==> src/mic_regs.vh <==
`ifndef MIC_REGS_VH
`define MIC_REGS_VH

// Register offsets on the plain register port.
`define MIC_OFS_OPTION 8'h81
`define MIC_OFS_CTRL 8'h0b
`define MIC_OFS_CTRL_MIRROR 8'h8b
`define MIC_OFS_PFLAGS 8'h0c
`define MIC_OFS_PENABLES 8'h8c
`define MIC_OFS_ANALOG_SEL 8'h91
`define MIC_OFS_PIN_CHG_SEL 8'h96

// Field positions in interrupt_control.
`define MIC_IC_GLOBAL_EN 7
`define MIC_IC_PERIPH_EN 6
`define MIC_IC_TIMER0_EN 5
`define MIC_IC_EXTIE 4
`define MIC_IC_PCIE 3
`define MIC_IC_TIMER0_FLAG 2
`define MIC_IC_EXTIF 1
`define MIC_IC_PCIF 0

// Field positions in peripheral_flags and peripheral_enables.
`define MIC_PF_EEPROM 7
`define MIC_PF_CONV 6
`define MIC_PF_COMP 3
`define MIC_PF_TMR1 0
`define MIC_PF_MASK 8'hc9

// Edge select position in the option register.
`define MIC_OPT_EDGE 6

// The external pin shares port A bit 2.
`define MIC_EXT_PIN_BIT 2

// Reset values.
`define MIC_RST_CTRL 8'h00
`define MIC_RST_PFLAGS 8'h00
`define MIC_RST_PENABLES 8'h00
`define MIC_RST_OPTION 8'hff
`define MIC_RST_ANALOG_SEL 8'hff
`define MIC_RST_PIN_CHG_SEL 6'h00

// Timing, in instruction cycles, and the vector address.
`define MIC_LATENCY_TCY 3
`define MIC_VECTOR_ADDR 13'h0004

`endif

==> src/mic_sync.v <==
`timescale 1ns/100ps
`default_nettype none

// Two-stage synchroniser for a bundle of asynchronous pins.
module mic_sync #(
  parameter WIDTH = 1
) (
  input wire clock_i,
  input wire srst_i,
  input wire [WIDTH-1:0] async_i,
  output wire [WIDTH-1:0] sync_o
);

  reg [WIDTH-1:0] meta_r;
  reg [WIDTH-1:0] sync_r;

  // The first stage is read only by the second stage.
  always @(posedge clock_i)
  begin
    if (srst_i)
    begin
      meta_r <= {WIDTH{1'b0}};
      sync_r <= {WIDTH{1'b0}};
    end
    else
    begin
      meta_r <= async_i;
      sync_r <= meta_r;
    end
  end

  assign sync_o = sync_r;

endmodule // mic_sync

`default_nettype wire

==> src/mic_interrupt_controller.v <==
// Overview of operation
// - Seven sources: external pin, timer0, port change, comparator, converter, timer1, EEPROM.
// - Global enable at control bit 7 gates every interrupt; reset clears it.
// - Return from service sets the global enable again.
// - Taking an interrupt clears global enable, pushes return address, loads 0004h.
// - Latency is three instruction cycles, plus synchroniser slip for pin events.
// - Flags set on their event regardless of any enable.
// - Clearing global enable drops an imminent vector; the flags stay pending.
// - External pin is edge triggered; option bit 6 selects rising or falling.
// - Valid external edge sets control bit 1; enable sits at bit 4.
// - Enabled event wakes sleep regardless of global enable, which decides branching.
// - Timer0 rollover sets control bit 2; its enable is bit 5.
// - Port change sets control bit 0, enable bit 3, per-pin select register.
// - Change coinciding with a port read still sets the flag.
// - Conversion done sets peripheral flag bit 6; enable at bit 6.
// - Peripheral flags at bits 7, 6, 3, 0; other sources leave them alone.
// - Only the return program counter is saved on entry.
// - Analog pins read zero and deliver no digital edges.
// - External flag may set any time; recognition samples once per Q1.
// - Wake with global enable set runs the prefetched instruction, then vectors.
`timescale 1ns/100ps
`default_nettype none
`include "mic_regs.vh"

module mic_interrupt_controller #(
  parameter LATENCY_TCY = `MIC_LATENCY_TCY,
  parameter PC_WIDTH = 13
) (
  input wire clock_i,
  input wire srst_i,
  // Register port.
  input wire [7:0] reg_addr_i,
  input wire [7:0] reg_wdata_i,
  input wire reg_we_i,
  input wire reg_re_i,
  output wire [7:0] reg_rdata_o,
  // Core sequencer.
  input wire q1_i,
  input wire core_sleep_i,
  input wire return_from_service_i,
  input wire [PC_WIDTH-1:0] return_pc_i,
  input wire port_read_i,
  output wire irq_request_o,
  output wire wake_o,
  output wire vector_load_o,
  output wire [PC_WIDTH-1:0] vector_addr_o,
  output wire stack_push_o,
  output wire [PC_WIDTH-1:0] stack_data_o,
  output wire [5:0] port_a_value_o,
  // Event sources.
  input wire [5:0] port_a_pins_i,
  input wire timer_zero_ovf_i,
  input wire comparator_change_i,
  input wire conv_done_i,
  input wire timer1_rollover_i,
  input wire eeprom_done_i
);

  localparam ST_IDLE = 1'b0;
  localparam ST_WAIT = 1'b1;
  localparam [3:0] LAT_LAST = LATENCY_TCY[3:0] - 4'h1;

  reg [7:0] interrupt_control_r;
  reg [7:0] interrupt_control_nxt;
  reg [7:0] peripheral_flags_r;
  reg [7:0] peripheral_flags_nxt;
  reg [7:0] peripheral_enables_r;
  reg [7:0] option_r;
  reg [7:0] analog_select_r;
  reg [5:0] pin_change_select_r;
  reg [7:0] rdata_r;
  reg [5:0] port_last_r;
  reg [5:0] port_value_r;
  reg ext_prev_r;
  reg state_r;
  reg state_nxt;
  reg [3:0] lat_cnt_r;
  reg [3:0] lat_cnt_nxt;
  reg fire_nxt;
  reg irq_request_r;
  reg wake_r;
  reg vector_load_r;
  reg stack_push_r;
  reg [PC_WIDTH-1:0] stack_data_r;
  reg [PC_WIDTH-1:0] vector_addr_r;

  wire [5:0] pins_sync;
  wire [5:0] pins_digital;
  wire ext_level;
  wire ext_edge;
  wire port_change;
  wire core_pending;
  wire periph_pending;
  wire any_pending;
  wire request_now;
  wire wr_ctrl;
  wire wr_pflags;

  // Port A pins are asynchronous, so they pass two flops before use.
  mic_sync #(
    .WIDTH(6)
  ) u_pin_sync (
    .clock_i(clock_i),
    .srst_i(srst_i),
    .async_i(port_a_pins_i),
    .sync_o(pins_sync)
  );

  // Analog pins are forced to zero, which also kills their edges.
  assign pins_digital = pins_sync & ~analog_select_r[5:0];

  // External pin edge; polarity chosen by the option bit.
  assign ext_level = pins_digital[`MIC_EXT_PIN_BIT];
  assign ext_edge = option_r[`MIC_OPT_EDGE] ? (ext_level & ~ext_prev_r) : (~ext_level & ext_prev_r);

  // A selected pin that differs from the value at the last port read.
  assign port_change = |((pins_digital ^ port_last_r) & pin_change_select_r);

  // Core flags gated by their enables, peripheral flags by the group enable.
  assign core_pending = |(interrupt_control_r[5:3] & interrupt_control_r[2:0]);
  assign periph_pending = interrupt_control_r[`MIC_IC_PERIPH_EN] & (|(peripheral_flags_r & peripheral_enables_r));
  assign any_pending = core_pending | periph_pending;
  assign request_now = interrupt_control_r[`MIC_IC_GLOBAL_EN] & any_pending;

  assign wr_ctrl = reg_we_i & ((reg_addr_i == `MIC_OFS_CTRL) | (reg_addr_i == `MIC_OFS_CTRL_MIRROR));
  assign wr_pflags = reg_we_i & (reg_addr_i == `MIC_OFS_PFLAGS);

  // Latency sequencer: recognition at a Q1, vector after the set number of cycles.
  // Counting whole instruction cycles keeps the latency the same for any instruction length.
  always @*
  begin
    state_nxt = state_r;
    lat_cnt_nxt = lat_cnt_r;
    fire_nxt = 1'b0;
    case (state_r)
      ST_IDLE:
      begin
        if (q1_i && request_now)
        begin
          state_nxt = ST_WAIT;
          lat_cnt_nxt = 4'h0;
        end
      end
      ST_WAIT:
      begin
        if (!interrupt_control_r[`MIC_IC_GLOBAL_EN] || !any_pending)
        begin
          // Flags are left alone so the source is taken once enabled again.
          state_nxt = ST_IDLE;
        end
        else if (q1_i)
        begin
          if (lat_cnt_r == LAT_LAST)
          begin
            fire_nxt = 1'b1;
            state_nxt = ST_IDLE;
          end
          else
          begin
            lat_cnt_nxt = lat_cnt_r + 4'h1;
          end
        end
      end
      default:
      begin
        state_nxt = ST_IDLE;
      end
    endcase
  end

  // Control register: writes first, then hardware updates, so a flag set wins over a written clear, and entry's global enable clear wins over any set.
  always @*
  begin
    interrupt_control_nxt = interrupt_control_r;
    if (wr_ctrl)
    begin
      interrupt_control_nxt = reg_wdata_i;
    end
    if (return_from_service_i)
    begin
      interrupt_control_nxt[`MIC_IC_GLOBAL_EN] = 1'b1;
    end
    if (fire_nxt)
    begin
      interrupt_control_nxt[`MIC_IC_GLOBAL_EN] = 1'b0;
    end
    if (timer_zero_ovf_i)
    begin
      interrupt_control_nxt[`MIC_IC_TIMER0_FLAG] = 1'b1;
    end
    if (ext_edge)
    begin
      interrupt_control_nxt[`MIC_IC_EXTIF] = 1'b1;
    end
    if (port_change)
    begin
      interrupt_control_nxt[`MIC_IC_PCIF] = 1'b1;
    end
  end

  // Peripheral flags: unimplemented bits stay zero; each source touches only its own bit.
  always @*
  begin
    peripheral_flags_nxt = peripheral_flags_r;
    if (wr_pflags)
    begin
      peripheral_flags_nxt = reg_wdata_i & `MIC_PF_MASK;
    end
    if (eeprom_done_i)
    begin
      peripheral_flags_nxt[`MIC_PF_EEPROM] = 1'b1;
    end
    if (conv_done_i)
    begin
      peripheral_flags_nxt[`MIC_PF_CONV] = 1'b1;
    end
    if (comparator_change_i)
    begin
      peripheral_flags_nxt[`MIC_PF_COMP] = 1'b1;
    end
    if (timer1_rollover_i)
    begin
      peripheral_flags_nxt[`MIC_PF_TMR1] = 1'b1;
    end
  end

  // Register storage and the configuration that steers the pin logic.
  always @(posedge clock_i)
  begin
    if (srst_i)
    begin
      interrupt_control_r <= `MIC_RST_CTRL;
      peripheral_flags_r <= `MIC_RST_PFLAGS;
      peripheral_enables_r <= `MIC_RST_PENABLES;
      option_r <= `MIC_RST_OPTION;
      analog_select_r <= `MIC_RST_ANALOG_SEL;
      pin_change_select_r <= `MIC_RST_PIN_CHG_SEL;
    end
    else
    begin
      interrupt_control_r <= interrupt_control_nxt;
      peripheral_flags_r <= peripheral_flags_nxt;
      if (reg_we_i && (reg_addr_i == `MIC_OFS_PENABLES))
      begin
        peripheral_enables_r <= reg_wdata_i & `MIC_PF_MASK;
      end
      if (reg_we_i && (reg_addr_i == `MIC_OFS_OPTION))
      begin
        option_r <= reg_wdata_i;
      end
      if (reg_we_i && (reg_addr_i == `MIC_OFS_ANALOG_SEL))
      begin
        analog_select_r <= reg_wdata_i;
      end
      if (reg_we_i && (reg_addr_i == `MIC_OFS_PIN_CHG_SEL))
      begin
        pin_change_select_r <= reg_wdata_i[5:0];
      end
    end
  end

  // Read data stands for exactly the cycle after the read strobe.
  // Unmapped addresses read as zero.
  always @(posedge clock_i)
  begin
    if (srst_i)
    begin
      rdata_r <= 8'h00;
    end
    else if (reg_re_i)
    begin
      case (reg_addr_i)
        `MIC_OFS_CTRL: rdata_r <= interrupt_control_r;
        `MIC_OFS_CTRL_MIRROR: rdata_r <= interrupt_control_r;
        `MIC_OFS_PFLAGS: rdata_r <= peripheral_flags_r;
        `MIC_OFS_PENABLES: rdata_r <= peripheral_enables_r;
        `MIC_OFS_OPTION: rdata_r <= option_r;
        `MIC_OFS_ANALOG_SEL: rdata_r <= analog_select_r;
        `MIC_OFS_PIN_CHG_SEL: rdata_r <= {2'b00, pin_change_select_r};
        default: rdata_r <= 8'h00;
      endcase
    end
    else
    begin
      rdata_r <= 8'h00;
    end
  end

  // Port history: the reference for change detection is the value seen at the last read.
  // A change landing in the read cycle is absorbed into the new reference but still sets the flag.
  always @(posedge clock_i)
  begin
    if (srst_i)
    begin
      port_last_r <= 6'h00;
      port_value_r <= 6'h00;
      ext_prev_r <= 1'b0;
    end
    else
    begin
      port_value_r <= pins_digital;
      ext_prev_r <= ext_level;
      if (port_read_i)
      begin
        port_last_r <= pins_digital;
      end
    end
  end

  // Sequencer state and the core-facing outputs.
  always @(posedge clock_i)
  begin
    if (srst_i)
    begin
      state_r <= ST_IDLE;
      lat_cnt_r <= 4'h0;
      irq_request_r <= 1'b0;
      wake_r <= 1'b0;
      vector_load_r <= 1'b0;
      stack_push_r <= 1'b0;
      stack_data_r <= {PC_WIDTH{1'b0}};
      vector_addr_r <= {PC_WIDTH{1'b0}};
    end
    else
    begin
      state_r <= state_nxt;
      lat_cnt_r <= lat_cnt_nxt;
      irq_request_r <= request_now;
      // Wake ignores the global enable; the sequencer decides whether to branch.
      wake_r <= core_sleep_i & any_pending;
      vector_load_r <= fire_nxt;
      stack_push_r <= fire_nxt;
      if (fire_nxt)
      begin
        // Only the return address is pushed; working state is software's job.
        stack_data_r <= return_pc_i;
        vector_addr_r <= `MIC_VECTOR_ADDR;
      end
    end
  end

  assign reg_rdata_o = rdata_r;
  assign irq_request_o = irq_request_r;
  assign wake_o = wake_r;
  assign vector_load_o = vector_load_r;
  assign vector_addr_o = vector_addr_r;
  assign stack_push_o = stack_push_r;
  assign stack_data_o = stack_data_r;
  assign port_a_value_o = port_value_r;

endmodule // mic_interrupt_controller

`default_nettype wire

==> config.mk <==
export PLATFORM = sky130hd
export DESIGN_NAME = mic_interrupt_controller
export DESIGN_NICKNAME = d
export VERILOG_FILES = /design/src/mic_sync.v /design/src/mic_interrupt_controller.v
export VERILOG_INCLUDE_DIRS = /design/src /design/src/src
export SDC_FILE = /design/constraint.sdc
export NUM_CORES = 1
export LEC_CHECK = 0
export ABC_CLOCK_PERIOD_IN_PS = 4700
export BUFFER_PORTS_ARGS = -buffer_cell sky130_fd_sc_hd__buf_2
export CAP_MARGIN = 20
export CORE_ASPECT_RATIO = 0.5
export CORE_MARGIN = 5
export CORE_UTILIZATION = 58
export CTS_CLUSTER_DIAMETER = 200
export DETAILED_ROUTE_END_ITERATION = 8
export GPL_ROUTABILITY_DRIVEN = 0
export GPL_TIMING_DRIVEN = 0
export PLACE_DENSITY = 0.85
export REMOVE_ABC_BUFFERS = 1
export SLEW_MARGIN = 15
export SYNTH_ARGS = -nofsm -noshare
export SYNTH_HDL_FRONTEND = slang
export SYNTH_SLANG_ARGS = --single-unit
==> constraint.sdc <==
create_clock -name clock_i -period 4.7 [get_ports clock_i]
set_input_delay 0.235 -clock clock_i [delete_from_list [all_inputs] [get_ports clock_i]]
set_output_delay 0.235 -clock clock_i [all_outputs]
set_load 0.02 [all_outputs]
==> metrics, run 1 <==
status=completed; Worst Clk Skew=6.909 ps; Clock Sinks=92; Ys Warns=0; Clock power frac=a little over two fifths; required time of the critical path=4980 ps; share of layout cells above drive strength 1=21.64%; Setup Fix Bufs, Post-CTS=0; Leakage Power=2.147 nW; Pre-antenna DRT Iters=5; Core Util, Final=just under 70%; Via density=5.748; initial antenna violation count=0; sequential share of power=51.1%; met2 wire length=~4500 um; register area share after synthesis=44.99%; slowest stage cell, crit path=nor2_1; Hold Path Class=in2reg; max-cap viol count=0; Core ar.=6779 um2; Final nets=~550; Mapped Avg Cell Area=9.455 um2; Tightest Pin Transition=897.5 ps; Die ar.=8940 um2; Max Slew Vio Count=0; DRT antenna net count=0; number of placed instances, taps included=575; Setup TNS=0 ps; antenna cells=0; Slew HR=roughly 40%; #FFs+latches synth=92; Vias=about 3400; CTS root buf=clkbuf_16; worst-path cell chain=inv_1 -> ha_1 -> nand4bb_1 -> nor2_1 -> o211ai_1 -> a21oi_1; Final setup viols=0; CP max FO=13; most frequent cell after synthesis=dfxtp_1; Post-synth top flop=dfxtp_1; peak supply drop=approximately 0.24 mV; Post-Layout Cell Count=roughly 590; Clock Path Buffers=2; post-synth top area share=44.99%; TritonCTS clock tree=yes; DRT iter0 DRCs=276; number of global-route vias before repair=3167; slowest stage delay, CP=around 730 ps; Combinational Power Share=5.6%; initial core utilization=60.39%; Switching Fraction=22.32%; Mapped Area=4094 um2; CP startpoint kind=flop; FMAX=between 0.5 and 0.6 GHz; CTS Hold Bufs=0; Critical Path AT=2190 ps; # resized after CTS=0; synth cell count leaders=92 x dfxtp_1, 36 x mux2i_1, 36 x nand2_1, 30 x a21oi_1, 29 x nand3_1; PwrDens=329.7 nW/um2; total power=1.554 mW; largest net degree at the start of global routing=43; crit path capture type=flop; crit path kind=reg2reg; overall routed net length=between 9000 and 10000 um; flop2flop setup slack=~2800 ps; Die Ht=69.41 um; wl on met1=4087 um; row count=21; area grow syn2layout=15.13%; Chip Width=128.8 um; Mapped Cells=between 400 and 500; H-tree levels=3; Num CTS Buffers=9; Int Pwr=~1.2 mW; Skew-Pair Late Insertion Delay=approximately 350 ps; Top Metal Used=met4; area leader, netlist=dfxtp_1; GRT Overall Usage=21.88%; DRC=0; Synth cell types=56; Post-synth EDFFs=0; Avg WL per Cell=16.26 um; grt ovf=0; IO Count=92; port bufs=79; met3 WL=894 um; Period Utilization, post-route=around 40%; synth top area cells=dfxtp_1 45%, mux2i_1 8.8%, a21oi_1 3.7%, nand3_1 3.5%, nand2_1 3.3%; asr flop ratio synth=0%; minimum clock period=approximately 1900 ps; dpl hpwl=around 6500 um; Final Hold Vio Count=0; clock-pin slew on the worst setup and hold paths=60 ps; switching power of the nets=0.3468 mW; first-pass GRT wire length=15680 um; worst hold margin=93.55 ps; setup repair after global routing missed its margin=no
[layer usage]
layer	global-route usage [%]	vias up
li1	-	1650
met1	27.87	1584
met2	35.15	143
met3	7.308	20
met4	6.636	0
met5	0	-
[state kept, by name (all words and copies together) (netlist names), 8 cells and up]
| name | flops |
|---|---|
| stack_data_o | 13 |
| analog_select_r | 8 |
| interrupt_control_r | 8 |
| option_r | 8 |
| reg_rdata_o | 8 |
[worst max-delay path, delay by kind of cell, from the launching register on]
family | cells | cell delay (ps)
AND/OR/NAND/NOR | 2 | 880
flip-flops | 1 | 340
adder cells (fa/ha/maj) | 1 | 170
AO/OA/AOI/OAI | 2 | 390
buffers and inverters | 1 | 90
[worst paths after layout]
kind | start | end | depth (start not counted)
worst max-delay path | lat_cnt_r[0] | stack_data_o[9] | 6
worst min-delay path | port_a_pins_i[1] | u_pin_sync.meta_r[1] | 2
worst max register to register | lat_cnt_r[0] | stack_data_o[9] | 6
worst min register to register | u_pin_sync.meta_r[5] | u_pin_sync.sync_o[5] | 1
[per-stage QoR]
step	worst slack [ps]	instance area (um2)
after CTS	2758	4706
after global routing	2694	4713
after detailed placement	2610	4427
after global placement	1966	4407
final	2792	4713
after floorplan	3105	3896
[cells by family (layout without fill, tap and decap cells)]
| group | after synthesis | in the layout | synth area share [%] |
|---|---|---|---|
| xor gates and xnor gates | 3 | 3 | 0.6419 |
| muxes | 38 | 38 | 9.352 |
| DFF | 92 | 92 | 44.99 |
| buffers and inverters | 52 | 107 | 6.846 |
| adders and majority gates | 2 | 2 | 0.6111 |
| and+or+nand+nor | 155 | 155 | 22.28 |
| AOI/OAI and AO/OA | 90 | 90 | 15.19 |
| other | 1 | 12 | 0.09160 |
[power by group through the flow]
| stage | sequential (mW) | combinational, mW | clock [mW] |
|---|---|---|---|
| after CTS | 0.794 | 0.0861 | 0.681 |
| after global routing | 0.795 | 0.0944 | 0.717 |
| after global placement | 0.811 | 0.0826 | 0 |
| after detailed placement | 0.812 | 0.0856 | 0 |
| after floorplan | 0.810 | 0.0373 | 0 |
| final | 0.795 | 0.0871 | 0.672 |
[final cells by class]
type                       instances  area (um2)
fill                             531        2066
multi-input combinational        300        2013
sequential                        92        1842
timing repair buffer              81       422.9
clock buffer                      12       256.5
tap                               92       115.1
inverter                          11       41.29
clock inverter                     3       22.52
[placed cells by master, fill, tap and decap left out, types with 2 or more instances in the layout]
master      n
a21oi_1    30
a221oi_1    4
a22o_1     12
a22oi_1     5
a31oi_1     2
a32o_1      3
and2_1      5
and3_1      7
and4bb_2    3
buf_2      79
clkbuf_16   9
clkbuf_8    2
clkinv_4    2
conb_1     12
dfxtp_1    92
ha_1        2
inv_1      11
mux2_2      2
mux2i_1    36
nand2_1    36
nand2b_1    4
nand3_1    29
nand3_2     2
nand3b_1    2
nor2_1     26
nor2b_1    19
nor3b_1     2
nor4b_1     2
nor4b_4     2
o2111ai_1   2
o211ai_1   15
o21a_1      3
o21ai_0     7
or3_1       2
or4bb_1     3
xor2_1      2
Power figures use the tool's default switching activity.
==> inputs of run 2 (changes only) <==
Settings changed: ABC_AREA set to 1, ABC_CLOCK_PERIOD_IN_PS 4700 to 1600, CORE_UTILIZATION 58 to 48, PLACE_DENSITY 0.85 to 0.75.
Clock period 4.7 ns to 1.6 ns, I/O delays scaled along.
==> metrics, run 2 <==
row count=23; Pre-antenna DRT Iters=4; Chip Width=137.0 um; #FFs+latches synth=92; setup slack at placement=-210.6 ps; Post-Layout Cell Count=about 740; Synth cell types=37; area grow syn2layout=25.56%; minimum clock period=1463 ps; area leader, netlist=dfxtp_1; Num CTS Buffers=9; TritonCTS clock tree=yes; register area share after synthesis=between 40% and 50%; DRT antenna net count=0; crit path capture type=flop; CP startpoint kind=flop; synth cell count leaders=110 x nand2_1, 92 x dfxtp_1, 63 x inv_1, 55 x nor2_1, 46 x nand3_1; slowest stage cell, crit path=dfxtp_1; CP top delay family=simple AND/OR/NAND/NOR gates; FMAX=0.6834 GHz; initial antenna violation count=0; GRT Overall Usage=between 10% and 20%; fillers=between 700 and 800; Avg WL per Cell=12.81 um; Largest register FFs=13; WP buf/inv=1; Mapped Area=a little under 4000 um2; Die ar.=10070 um2; Mapped Avg Cell Area=between 7 and 8 um2; most frequent cell after synthesis=nand2_1; Ys Warns=0; Setup WS post-layout=136.8 ps; Clock Path Buffers=2; required time of the critical path=approximately 1900 ps; antenna cells=0; Vias=3512; status=completed; IO Count=92; PwrDens=987.4 nW/um2; synth top area cells=dfxtp_1 48%, nand2_1 11%, inv_1 6.1%, nand3_1 5.9%, nor2_1 5.3%; crit path kind=reg2reg; Skew-Pair Late Insertion Delay=340 ps; Core ar.=7943 um2; Critical Path AT=1750 ps; Sequential cell area=1842 um2; Final Hold Vio Count=0; commonest non-fill, non-tap cells in the layout=110 x nand2_1, 92 x dfxtp_1, 79 x buf_2, 62 x inv_1, 54 x nor2_1; dpl hpwl=about 6400 um; clock-pin slew on the worst setup and hold paths=60 ps; overall routed net length=9453 um; Leakage Power=2.348 nW; most frequent CP cell=nand2_1; Post-synth EDFFs=0; CTS root buf=clkbuf_16; post-synth top area share=47.56%; asr flop ratio synth=0%; most common cell after layout, fill and taps aside=nand2_1; Core Util, Final=61.22%; Post-synth top flop=dfxtp_1; DRC=0; footprint of the multi-input gates=1630 um2; Die Ht=73.51 um; Period Utilization, post-route=91.45%; Final nets=672; DRT iter0 DRCs=around 330; grt ovf=0; Setup Fix Bufs, Post-CTS=0; Clock Sinks=92; worst-path cell chain=nand2_1 -> nand2_1 -> o21ai_2 -> a21oi_4 -> inv_2 -> nor2_4 -> nand3_1 -> nand2_1; Hold Path Class=in2reg; Tightest Pin Transition=744.1 ps; Via density=4.759; largest net degree at the start of global routing=44; share of layout cells above drive strength 1=19.33%; slowest stage delay, CP=between 300 and 400 ps; worst hold margin=15.21 ps; total power=~4.8 mW; CP max FO=14; H-tree levels=3; Slew HR=about half; number of global-route vias before repair=about 3200; Mapped Cells=525; first-pass GRT wire length=14970 um; Worst Clk Skew=6.685 ps; peak supply drop=0.5584 mV; max-cap viol count=0; Max Slew Vio Count=0; port bufs=79; setup repair after global routing missed its margin=no; initial core utilization=48.76%; number of placed instances, taps included=697; Final setup viols=0
[run 2: changes by cell type in the layout (fill, tap and decap cells not counted), moves of 11 or more]
cell,delta
mux2i_1,-36
a22o_1,-12
o21ai_0,+27
dlygate4sd3_1,+26
inv_1,+51
nor2_1,+28
nand2_1,+74
nor2b_1,-19
o211ai_1,-11
nand3_1,+17
[run 2: cell families (layout without fill, tap and decap cells)]
| group | Yosys count | count (layout) | share of synthesized area (%) |
|---|---|---|---|
| XOR/XNOR | 2 | 2 | 0.4524 |
| adder cells (fa/ha/maj) | 2 | 2 | 0.6461 |
| buffers and inverters | 103 | 193 | 11.83 |
| other | 1 | 12 | 0.09684 |
| flip-flops | 92 | 92 | 47.56 |
| AO/OA/AOI/OAI | 91 | 91 | 13.05 |
| AND/OR/NAND/NOR | 234 | 234 | 26.37 |
[run 2: layout make-up]
| cell class | instances | area share (%) |
|---|---|---|
| Multi-Input combinational cell | 341 | 33.53 |
| Timing Repair Buffer | 106 | 13.90 |
| Tap cell | 112 | 2.882 |
| Sequential cell | 92 | 37.88 |
| Clock inverter | 1 | 0.6176 |
| Clock buffer | 14 | 5.636 |
| Inverter | 72 | 5.558 |
[run 2: per-layer routing]
metal | vias up | part of all wire [%] | GRT usage (%)
li1 | 1843 | - | -
met1 | 1548 | 48 | 25.66
met2 | 109 | 43 | 29.08
met3 | 12 | 7.6 | 6.293
met4 | 0 | 1.4 | 6.637
met5 | - | 0 | 0
[run 2: tightest hold or removal path, delay by kind of cell]
family,cells,cell delay [ps]
AND/OR/NAND/NOR,2,130
buffers and inverters,1,120
[run 2: power by group]
group          total, mW  switching (mW)  internal, mW
Combinational      0.297           0.171         0.125
Clock               2.16           0.832          1.33
Sequential          2.34          0.0159          2.33
[run 2: stage by stage]
step                      cell area (um2)  setup TNS (ps)
after global routing                 4862               0
after detailed placement             4282          -912.2
after CTS                            4846               0
after global placement               4262          -29720
after floorplan                      3726               0
final                                4862               0
[run 2: final timing paths]
| kind | start | endpoint | slack [ps] | cells after the start |
|---|---|---|---|---|
| worst max-delay path | peripheral_flags_r[0] | stack_data_o[6] | 140 | 8 |
| worst min-delay path | reg_wdata_i[1] | option_r[1] | 20 | 3 |
| worst max register to register | peripheral_flags_r[0] | stack_data_o[6] | 140 | 8 |
| worst min register to register | u_pin_sync.meta_r[5] | u_pin_sync.sync_o[5] | 390 | 2 |
[run 2: timing repair]
item / in CTS / in global routing
endpoints found under the setup margin: 0 / 19
hold buffers: 26 / 0
hold endpoints to repair: 26 / 0
resized for setup: 0 / 3
==> inputs of run 3 (changes only) <==
Settings changed: HOLD_SLACK_MARGIN set to 0.15, PLACE_DENSITY 0.75 to 0.81.
==> metrics, run 3 (synthesis results as in run 2) <==
Core ar.=7943 um2; Final Hold Vio Count=0; final instance area=roughly 5000 um2; max-cap viol count=0; most common cell after layout, fill and taps aside=nand2_1; PwrDens=960.4 nW/um2; Clock Path Buffers=2; Final nets=685; largest net degree at the start of global routing=44; share of layout cells above drive strength 1=around 20%; overall routed net length=10240 um; minimum clock period=1484 ps; TritonCTS clock tree=yes; Period Utilization, post-route=92.77%; port bufs=79; Largest register FFs=13; row count=23; Die Ht=between 70 and 80 um; FMAX=0.6737 GHz; Max Slew Vio Count=0; crit path capture type=flop; GRT Overall Usage=20.61%; worst hold margin=around 170 ps; worst-path cell chain=inv_1 -> ha_1 -> nand3_2 -> nand4_1 -> nand2_1 -> nand2_1 -> nor2_1; number of global-route vias before repair=roughly 3400; footprint of the multi-input gates=1635 um2; Critical Path AT=between 1500 and 2000 ps; total power=just under 5 mW; initial antenna violation count=0; placed cell areas=4282 um2; CTS root buf=clkbuf_16; Slew HR=64.62%; DRT antenna net count=0; CP max FO=6; slowest stage cell, crit path=dfxtp_1; clock-pin slew on the worst setup and hold paths=70 ps; Sequential cell area=1842 um2; first-pass GRT wire length=15990 um; Final setup viols=0; initial core utilization=48.76%; Vias=roughly 3700; IO Count=92; Leakage Power=2.401 nW; antenna cells=0; grt ovf=0; peak supply drop=0.5821 mV; status=completed; commonest non-fill, non-tap cells in the layout=110 x nand2_1, 92 x dfxtp_1, 78 x buf_2, 62 x inv_1, 54 x nor2_1; most frequent CP cell=nand2_1; Clock Sinks=92; CP startpoint kind=flop; Pre-antenna DRT Iters=5; Num CTS Buffers=9; Avg WL per Cell=13.61 um; Tightest Pin Transition=529.3 ps; crit path kind=reg2reg; fillers=689; Skew-Pair Late Insertion Delay=350 ps; required time of the critical path=1880 ps; Hold Path Class=in2reg; Via density=4.949; DRT iter0 DRCs=375; Worst Clk Skew=6.053 ps; H-tree levels=3; dpl hpwl=6525 um; slowest stage delay, CP=360 ps; DRC=0; Die ar.=just over 10000 um2; Core Util, Final=63.06%; Chip Width=137.0 um; area grow syn2layout=29.34%
==> run 3: timing repair <==
action	4_1_cts	5_1_grt
endpoints found under the setup margin	0	22
resized for setup	0	5
hold buffers	38	0
hold endpoints to repair	67	0
setup buffers	0	1
==> run 3: metal layers <==
layer  global-route usage, %  part of all wire [%]
met1                   24.95                    42
met2                   34.51                    46
met3                   6.430                   9.5
met4                   8.407                   2.4
met5                       0                     0
==> run 3: worst paths after layout <==
path,from,to,slack (ps),cells past startpoint
hold / removal,reg_re_i,reg_rdata_o[7],170,3
setup reg to reg,lat_cnt_r[0],lat_cnt_r[0],120,7
setup / recovery,lat_cnt_r[0],lat_cnt_r[0],120,7
hold reg to reg,u_pin_sync.meta_r[4],u_pin_sync.sync_o[4],400,2
==> run 3: area by class of cell <==
type,count,area share [%]
Sequential cell,92,36.77
Clock inverter,6,1.274
Clock buffer,10,4.771
Timing Repair Buffer,119,16.34
Inverter,72,5.396
Tap cell,112,2.798
Multi-Input combinational cell,341,32.65
==> run 3: critical path: cells and delay by family (launching register included) <==
family / cells / cell delay (ps)
and+or+nand+nor: 5 / 760
DFF: 1 / 360
adders and majority gates: 1 / 210
buffers and inverters: 1 / 90
==> run 3: through the flow <==
stage / setup TNS, ps / std cells / setup slack, ps
floorplan: 0 / 505 / 206.5
global placement: -27780 / 696 / -1015
detailed placement: -1053 / 697 / -246.4
CTS: 0 / 751 / 44.44
global route: -18.96 / 752 / -18.96
finish: 0 / 752 / 115.7
==> run 3: power breakdown <==
part           internal [mW]  switching, mW  total (mW)
Combinational          0.146          0.181       0.327
Sequential              2.32         0.0167        2.34
Clock                   1.25          0.893        2.14
Total                   3.72           1.09        4.81
